==> config.mk <==
export PLATFORM = sky130hd
export DESIGN_NAME = ufc_int_fifo_clear
export DESIGN_NICKNAME = d
export VERILOG_FILES = /design/src/hdl/ufc_pkg.sv /design/src/hdl/ufc_int_fifo_clear.sv
export SDC_FILE = /design/constraint.sdc
export NUM_CORES = 1
export LEC_CHECK = 0
export ABC_AREA = 1
export BUFFER_PORTS_ARGS = -buffer_cell sky130_fd_sc_hd__buf_2
export CORE_UTILIZATION = 39
export DETAILED_ROUTE_END_ITERATION = 16
export PLACE_DENSITY_LB_ADDON = 0.3
export SYNTH_ARGS = -nofsm -noshare
export SYNTH_HDL_FRONTEND = slang
export SYNTH_SLANG_ARGS = --single-unit
==> constraint.sdc <==
create_clock -name clk -period 1.1 [get_ports clk]
set_input_delay 0.11 -clock clk [delete_from_list [all_inputs] [get_ports clk]]
set_output_delay 0.11 -clock clk [all_outputs]
set_load 0.05 [all_outputs]
==> src/hdl/ufc_pkg.sv <==
// ufc_pkg: register map, bit positions and read values of the
// interrupt-clear and fifo-clear block.
// assumes a 16-bit cpu address space and 8-bit data.
package ufc_pkg;
    localparam int ADDR_W = 16;
    localparam int DATA_W = 8;
    // -----------------------------------------------------------------
    // register offsets
    // -----------------------------------------------------------------
    localparam logic [15:0] ADDR_BULK_IN_INT_CLR = 16'hff4c;
    localparam logic [15:0] ADDR_BULK_OUT_INT_CLR = 16'hff4d;
    localparam logic [15:0] ADDR_IF_REQ_INT_CLR = 16'hff4e;
    localparam logic [15:0] ADDR_FIFO_CLR_FIRST = 16'hff79;
    // -----------------------------------------------------------------
    // read values and reset values
    // -----------------------------------------------------------------
    localparam logic [7:0] INT_CLR_READ = 8'hff;
    localparam logic [7:0] FIFO_CLR_READ = 8'h00;
    localparam logic [7:0] UNMAPPED_READ = 8'h00;
    // -----------------------------------------------------------------
    // bit positions in the clear registers
    // -----------------------------------------------------------------
    localparam int BIT_BULK_IN_TOKEN = 5;
    localparam int BIT_BULK_IN_DATA = 4;
    localparam int BIT_BULK_OUT_FULL = 3;
    localparam int BIT_BULK_OUT_NULL = 2;
    localparam int BIT_BULK_OUT_NAK = 1;
    localparam int BIT_BULK_OUT_DATA = 0;
    localparam int BIT_SET_INTERFACE = 5;
    localparam int BIT_BULK_IN_ENGINE_CLR = 5;
    localparam int BIT_BULK_IN_CPU_CLR = 4;
    localparam int BIT_CTRL_TX_CLR = 1;
    localparam int BIT_CTRL_RX_CLR = 0;
    // -----------------------------------------------------------------
    // internal status vector layout
    // -----------------------------------------------------------------
    localparam int NUM_SRC = 7;
    localparam int SRC_BO_DATA = 0;
    localparam int SRC_BO_NAK = 1;
    localparam int SRC_BO_NULL = 2;
    localparam int SRC_BO_FULL = 3;
    localparam int SRC_BI_DATA = 4;
    localparam int SRC_BI_TOKEN = 5;
    localparam int SRC_SET_IF = 6;
    localparam logic [6:0] STATUS_RESET = 7'h00;
endpackage : ufc_pkg

==> src/hdl/ufc_int_fifo_clear.sv <==
// ufc_int_fifo_clear: interrupt-source clear registers and first fifo-clear
// register of a usb function controller, with the status and ready flags
// they act on.
// assumes cpu strobes and all event inputs are on clk, one-cycle pulses.
//
// Contract
// interrupt-clear registers are write-only bytes reading back ffh
// writing zero clears the matching status bit; one does nothing
// clear bits restore to one by themselves; register rests at ffh
// firmware clear works even for sources hardware clears later
// clear bits of unsupported endpoints have no effect
// bulk-in clear: bit 5 token, bit 4 data; others fixed one
// bulk-out clear: bits 3..0 full, null, nak, data
// interface-request clear: bit 5 set-interface interrupt
// fifo-clear register is write-only byte reading back zero
// writing one clears the fifo, bit self-clears; zero does nothing
// bit 5 empties only engine side of bulk-in fifo and counter
// engine-side clear ignored while ep1 in token busy with ready set
// engine-side clear also drops bulk-in ready flag
// firmware empties cpu-side bulk-in fifo before engine-side clear
// bit 1 clears control transmit buffer and its counter
// transmit clear ignored while ep0 in token busy with ready set
// transmit clear also drops control transmit ready flag
// bit 0 clears control receive buffer and its counter
// receive clear drops hardware-set receive ready; firmware-set stays
// bit 4 empties only cpu side of bulk-in fifo and counter
// firmware clear removes source from request in the write cycle
`timescale 1ns/1ps
module ufc_int_fifo_clear (
    input wire logic clk,
    input wire logic rst_b,
    input wire logic [ufc_pkg::ADDR_W-1:0] cpuAddr,
    input wire logic [ufc_pkg::DATA_W-1:0] cpuWrData,
    input wire logic cpuWr,
    input wire logic cpuRd,
    output logic [ufc_pkg::DATA_W-1:0] cpuRdData,
    input wire logic inEpSupported,
    input wire logic outEpSupported,
    input wire logic [1:0] bulkInEvent,
    input wire logic [3:0] bulkOutEvent,
    input wire logic setIfEvent,
    input wire logic [1:0] bulkInHwClear,
    input wire logic [3:0] bulkOutHwClear,
    input wire logic setIfHwClear,
    output logic [1:0] bulkInStatus,
    output logic [3:0] bulkOutStatus,
    output logic setIfStatus,
    output logic intRequest,
    input wire logic ep1InBusy,
    input wire logic ep0InBusy,
    input wire logic bulkInReadySet,
    input wire logic bulkInReadyHwClear,
    input wire logic ctrlTxReadySet,
    input wire logic ctrlTxReadyHwClear,
    input wire logic ctrlRxReadyHwSet,
    input wire logic ctrlRxReadyFwSet,
    input wire logic ctrlRxReadyHwClear,
    output logic bulkInReadyFlag,
    output logic ctrlTxReadyFlag,
    output logic ctrlRxReadyFlag,
    output logic bulkInEngineSideClear,
    output logic bulkInCpuSideClear,
    output logic ctrlTxBufferClear,
    output logic ctrlRxBufferClear
);
    import ufc_pkg::*;

    // -----------------------------------------------------------------
    // address decode
    // -----------------------------------------------------------------
    logic hitBulkIn;
    logic hitBulkOut;
    logic hitIfReq;
    logic hitFifo;
    logic [NUM_SRC-1:0] srcEvent;
    logic [NUM_SRC-1:0] srcHwClr;
    logic [NUM_SRC-1:0] fwClr;
    logic [NUM_SRC-1:0] status_reg;
    logic [NUM_SRC-1:0] status_next;
    logic engClr;
    logic cpuClr;
    logic txClr;
    logic rxClr;
    logic rxFwSet_reg;

    assign hitBulkIn = cpuAddr == ADDR_BULK_IN_INT_CLR;
    assign hitBulkOut = cpuAddr == ADDR_BULK_OUT_INT_CLR;
    assign hitIfReq = cpuAddr == ADDR_IF_REQ_INT_CLR;
    assign hitFifo = cpuAddr == ADDR_FIFO_CLR_FIRST;

    // -----------------------------------------------------------------
    // read port
    // -----------------------------------------------------------------
    always_ff @(posedge clk or negedge rst_b) begin
        if (!rst_b) begin
            cpuRdData <= UNMAPPED_READ;
        end else if (cpuRd) begin
            if (hitBulkIn || hitBulkOut || hitIfReq) begin
                cpuRdData <= INT_CLR_READ;
            end else if (hitFifo) begin
                cpuRdData <= FIFO_CLR_READ;
            end else begin
                cpuRdData <= UNMAPPED_READ;
            end
        end
    end

    // -----------------------------------------------------------------
    // interrupt-source clear decode
    // -----------------------------------------------------------------
    // clear strobes exist only in the write cycle: the register itself
    // holds nothing and always reads as all ones
    always_comb begin
        fwClr = '0;

        fwClr[SRC_BI_TOKEN] = cpuWr && hitBulkIn && inEpSupported &&
            !cpuWrData[BIT_BULK_IN_TOKEN];
        fwClr[SRC_BI_DATA] = cpuWr && hitBulkIn && inEpSupported &&
            !cpuWrData[BIT_BULK_IN_DATA];

        fwClr[SRC_BO_FULL] = cpuWr && hitBulkOut && outEpSupported &&
            !cpuWrData[BIT_BULK_OUT_FULL];
        fwClr[SRC_BO_NULL] = cpuWr && hitBulkOut && outEpSupported &&
            !cpuWrData[BIT_BULK_OUT_NULL];
        fwClr[SRC_BO_NAK] = cpuWr && hitBulkOut && outEpSupported &&
            !cpuWrData[BIT_BULK_OUT_NAK];
        fwClr[SRC_BO_DATA] = cpuWr && hitBulkOut && outEpSupported &&
            !cpuWrData[BIT_BULK_OUT_DATA];

        fwClr[SRC_SET_IF] = cpuWr && hitIfReq &&
            (inEpSupported || outEpSupported) &&
            !cpuWrData[BIT_SET_INTERFACE];
    end

    assign srcEvent = {setIfEvent, bulkInEvent, bulkOutEvent};
    assign srcHwClr = {setIfHwClear, bulkInHwClear, bulkOutHwClear};

    // -----------------------------------------------------------------
    // status bits: new event wins over any clear
    // -----------------------------------------------------------------
    genvar gi;
    generate
        for (gi = 0; gi < NUM_SRC; gi++) begin : g_src
            assign status_next[gi] = srcEvent[gi] ||
                (status_reg[gi] && !fwClr[gi] && !srcHwClr[gi]);
        end
    endgenerate

    always_ff @(posedge clk or negedge rst_b) begin
        if (!rst_b) begin
            status_reg <= STATUS_RESET;
        end else begin
            status_reg <= status_next;
        end
    end

    assign bulkInStatus = status_reg[SRC_BI_TOKEN:SRC_BI_DATA];
    assign bulkOutStatus = status_reg[SRC_BO_FULL:SRC_BO_DATA];
    assign setIfStatus = status_reg[SRC_SET_IF];

    // request follows the status next value so a clear lands with it
    always_ff @(posedge clk or negedge rst_b) begin
        if (!rst_b) begin
            intRequest <= 1'b0;
        end else begin
            intRequest <= |status_next;
        end
    end

    // -----------------------------------------------------------------
    // fifo-clear decode
    // -----------------------------------------------------------------
    assign engClr = cpuWr && hitFifo && inEpSupported &&
        cpuWrData[BIT_BULK_IN_ENGINE_CLR] &&
        !(ep1InBusy && bulkInReadyFlag);
    assign cpuClr = cpuWr && hitFifo && inEpSupported &&
        cpuWrData[BIT_BULK_IN_CPU_CLR];
    assign txClr = cpuWr && hitFifo && cpuWrData[BIT_CTRL_TX_CLR] &&
        !(ep0InBusy && ctrlTxReadyFlag);
    assign rxClr = cpuWr && hitFifo && cpuWrData[BIT_CTRL_RX_CLR];

    // one-cycle pulses; the bits self-clear on the next edge
    always_ff @(posedge clk or negedge rst_b) begin
        if (!rst_b) begin
            bulkInEngineSideClear <= 1'b0;
            bulkInCpuSideClear <= 1'b0;
            ctrlTxBufferClear <= 1'b0;
            ctrlRxBufferClear <= 1'b0;
        end else begin
            bulkInEngineSideClear <= engClr;
            bulkInCpuSideClear <= cpuClr;
            ctrlTxBufferClear <= txClr;
            ctrlRxBufferClear <= rxClr;
        end
    end

    // -----------------------------------------------------------------
    // ready flags
    // -----------------------------------------------------------------
    always_ff @(posedge clk or negedge rst_b) begin
        if (!rst_b) begin
            bulkInReadyFlag <= 1'b0;
        end else if (bulkInReadySet) begin
            bulkInReadyFlag <= 1'b1;
        end else if (engClr || bulkInReadyHwClear) begin
            bulkInReadyFlag <= 1'b0;
        end
    end

    always_ff @(posedge clk or negedge rst_b) begin
        if (!rst_b) begin
            ctrlTxReadyFlag <= 1'b0;
        end else if (ctrlTxReadySet) begin
            ctrlTxReadyFlag <= 1'b1;
        end else if (txClr || ctrlTxReadyHwClear) begin
            ctrlTxReadyFlag <= 1'b0;
        end
    end

    // remembers who set the receive flag; a firmware set survives the receive clear
    always_ff @(posedge clk or negedge rst_b) begin
        if (!rst_b) begin
            ctrlRxReadyFlag <= 1'b0;
            rxFwSet_reg <= 1'b0;
        end else if (ctrlRxReadyFwSet) begin
            ctrlRxReadyFlag <= 1'b1;
            rxFwSet_reg <= 1'b1;
        end else if (ctrlRxReadyHwSet) begin
            ctrlRxReadyFlag <= 1'b1;
            rxFwSet_reg <= 1'b0;
        end else if (ctrlRxReadyHwClear ||
                     (rxClr && !rxFwSet_reg)) begin
            ctrlRxReadyFlag <= 1'b0;
            rxFwSet_reg <= 1'b0;
        end
    end
endmodule : ufc_int_fifo_clear

* After elaboration in Yosys (flattened, before gate mapping)
Index checks and enable logic that the tools add are counted.
** Word-level totals
- Flip-flop bits (word level) :: 24
- Bits in latches :: 0
- Memory bits (writable) :: 0
- Bits in read-only memories :: 0
- Memories :: 0
** Operators by class
- $add $sub $neg :: 0
- Multiply operators :: 0
- Divide/modulo/power cells :: 0
- Magnitude comparators :: 0
- Equal/unequal tests :: 4
- Shift operators :: 0
- Muxes and demuxes :: 10
- Bitwise logic cells :: 0
- Reductions and logical operators :: 78
** Operators with widths (number)
- $eq A16 B16 Y1 const B :: 4
- $logic_and A1 B1 Y1 :: 38
- $logic_not A1 Y1 :: 23
- $logic_or A1 B1 Y1 :: 13
- $mux W1 :: 9
- $mux W8 :: 1
- $reduce_or A7 Y1 :: 1
- $reduce_bool A2 Y1 :: 2
- $reduce_bool A3 Y1 :: 1

* Depth between registers and ports, before layout
- Depth after elaboration :: 9
- Depth in mapped cells :: 10

* Least setup slack after synthesis
OpenSTA, ideal clock, no wires.
- Path kind :: register to register
- Start point :: register status_reg[6]
- End point :: register intRequest
- Data arrival time :: 1.062 ns
- Required time :: 0.981 ns
- Setup slack :: -0.080 ns
- Cell stages (with the launch flop) :: 7
- Period minus slack after synthesis :: 1.180 ns
- Cells stage by stage :: dfrtp_1 inv_1 nor2_1 a21oi_1 nand3_1 nor2_1 nand2_1
** On the way
- Word-level cells in the longest chain between the ends :: 4
** Ends and longest elaborated chain
- from (decl) :: RTL line ufc_int_fifo_clear.sv:78 : logic [NUM_SRC-1:0] status_reg;
- from (signal assigned) :: RTL line ufc_int_fifo_clear.sv:153 : status_reg <= status_next;
- $logic_and A1 B1 Y1 (2 in a row) :: RTL line ufc_int_fifo_clear.sv:145 : (status_reg[gi] && !fwClr[gi] && !srcHwClr[gi]);
- $logic_or A1 B1 Y1 :: RTL line ufc_int_fifo_clear.sv:144 : assign status_next[gi] = srcEvent[gi] ||
- $reduce_or A7 Y1 :: RTL line ufc_int_fifo_clear.sv:166 : intRequest <= |status_next;
- to (signal assigned) :: RTL line ufc_int_fifo_clear.sv:166
- to (decl) :: RTL line ufc_int_fifo_clear.sv:48 : output logic intRequest,
No other way between the ends.
A chain may end at the register's enable or synchronous reset.

==> impl_metrics.ini <==
[status]
outcome = complete, but fails checks
violations = hold timing

[logic_synthesis]
ys_ff_latch = 17
synth_top_family_by_area = simple AND/OR/NAND/NOR gates
yosysTopAreaCell = dfrtp_1
synth_fa_ha_area_share_pct = 0
syn_area_um2 = 993
synth_area_leaders = dfrtp_1, inv_1, nand2_1
syn-mean-instance-area_um2 = 7.10
synth_warnings = 0
synth_seq_area_share_pct = 42.8
synthesis.nets = 193
yosysUniqueCellTypes = 18
synthMuxAreaShare_pct = 0
synth_compound_area_share_pct = 7.43
yosys.area_share.simple_pct = 32.0
yosys.area_share.xor_xnor_pct = 0
netlist_instances = 140
netlist.area_leader.share_pct = 42.8

[setup_path]
max_stage_delay_ns = 0.47
critPathCaptureType = output pin
cp_slowest_cell = dfrtp_2
crit_buf_inv = 1
cp.required_ns = 0.99
arrival_ns = 0.97
cp_max_fo = 9
path_class = flop to output pin
critPathLaunchType = flop
cp_cell_sequence = buf_4
crit_family = flip-flops

[sta]
max_freq_ghz = 0.929
hold_slack_ns = -0.00101
relSlewSlack_pct = 75.3
hold_viol = 1
worst_pin_slew_ns = 0.370
slew_violations = 0
rsz0062_at_grt = true
fin_crit_sh_pct = 97.9
setup_violations = 0
finClkSkew_ns = 0.00599
fin_crit_ns = 1.08

[grt]
grt_pass1_wl_mm = 3.80
met2_usage_pct = 38.8
grtUsageMet3_pct = 2.61
grt_usage_pct = 18.8
antenna_found_initial = 0
grt_pass1_vias = 988
grt_remaining_overflow = 0
use_met1_pct = 18.1
grt.busiest_layer = met2
grt_max_degree = 18

[floorplanning]
die_x_um = 52.5
die_area_mm2 = 0.00275
ios = 76
initial_core_util_pct = 43.2
rows = 17
dieHeight_um = 52.5
core_area_mm2 = 0.00230

[placement]
dp_hpwl_mm = 2.07
gp_congestion = 0.825
io_buffers = 73
dp.cells = 238

[layout]
syn2layout_area_growth_pct = 47.9
drive_above_1_share_pct = 46.3
seqCellArea_um2 = 428
nNetsFinal = 272
layout_common_cells = buf_2, inv_1, nand2_1, nor2_1, dfrtp_1
diodes = 0
multiInputGateArea_um2 = 402
post-route-util_pct = 63.9
fillCellCount = 209
final_common_cell = buf_2
largest_reg_flops = 7
stdcell_count = 246

[clocking]
clock_latency_ns = 0.29
clk_path_buf_depth = 2
htree_num_levels = 1
cts_tree = done
path_clk_slew_ns = 0.10
cts_root_buf = clkbuf_4
cts_inserted_buffers = 3
cts_sinks = 17

[pwr]
intPower_uw = 954
switchingPower_uw = 513
combPwrFrac_pct = 31.1
swShare_pct = 35.0
cellPowerDensity_mw_per_mm2 = 998
seqPwrFrac_pct = 45.9
leakage_uw = 0.000851
finalPower_uw = 1470
p_clk_share_pct = 22.9
ir_drop_v = 0.000650

[route]
antenna_left = 0
routed_wl_mm = 2.38
vias = 1078
routedWlPerCell_um = 9.67
via_per_inst = 4.38
firstDrtPassIters = 4
drc = 0
drt_first_iter_violations = 10

[worst_hold_path]
hold_class = input port to flop

[run]
drv_cap = 0
## power groups by stage
stage	clock network, uW	registers (uW)	logic [uW]
after floorplan	0	782	182
after global placement	0	683	425
after detailed placement	0	685	434
after CTS	348	673	438
after global routing	381	679	496
final	336	674	456
## path summary, 6_finish.rpt
check | from | end | slack (ns) | cells past startpoint
min | ctrlRxReadyHwClear | rxFwSet_reg$_DFFE_PN0P_ | -0.001 | 2
max reg2reg | status_reg[6]$_DFF_PN0_ | intRequest$_DFF_PN0_ | 0.07 | 6
min reg2reg | ctrlRxReadyFlag$_DFFE_PN0P_ | ctrlRxReadyFlag$_DFFE_PN0P_ | 0.52 | 2
min in group asynchronous | rst_b | bulkInCpuSideClear$_DFF_PN0_ | 0.26 | 2
max in group asynchronous | rst_b | status_reg[6]$_DFF_PN0_ | 0.55 | 2
max | cpuRdData[6]$_DFFE_PN0P_ | cpuRdData[5] | 0.02 | 1
## area by class of cell
type / count / share of cell area, %
Timing Repair Buffer: 81 / 30.8
Sequential cell: 17 / 29.1
Multi-Input combinational cell: 83 / 27.3
Inverter: 33 / 8.43
Tap cell: 28 / 2.39
Clock buffer: 3 / 1.53
Clock inverter: 1 / 0.341
## metrics by stage
stage               setup WS (ns)  hold slack, ns  cell area [um2]  setup TNS, ns
detailed placement         -0.240          0.0535             1370         -0.709
finish                     0.0234        -0.00101             1470              0
global route              -0.0261        0.000230             1470         -0.181
global placement           -0.164          0.0471             1370         -0.430
floorplan                 -0.0219          -0.186              996        -0.0219
CTS                      -0.00821         0.00116             1410        -0.0444
## repair_timing
action                     CTS  global route
hold buffers                 1             1
hold endpoints to repair    17             1
setup endpoints to repair    8            10
buffers inserted             0             2
resized for setup            0            23
pin swaps                    0             6
## layer usage
metal	wire, um	part of all wire [%]
met1	985	41
met2	1230	52
met3	143	6.0
met4	17	0.71
met5	0	0
## worst register-to-register path, cell delays in order, from the launching register on
cell     delay [ns]
dfrtp_2        0.41
inv_1          0.05
nor2_1         0.03
a21oi_1        0.17
nand3_1        0.09
nor2_1         0.11
nand2_1        0.06
## kinds of logic after synthesis
logic type | Yosys count
simple gates | 73
buf+inv | 40
flops | 17
compound gates | 10
## synth_stat cells
library cell  instances
nor2_4                1
inv_1                32
nand2_1              29
nand3_1               9
nand3b_1              2
inv_2                 1
a21oi_1               2
a31oi_1               1
nor2_1               24
buf_4                 7
nor3_1                2
nor2_2                2
o31ai_1               1
nand4_1               2
dfrtp_1              17
o21bai_1              2
nand2_2               2
a21oi_2               4
Power figures use the tool's default switching activity.
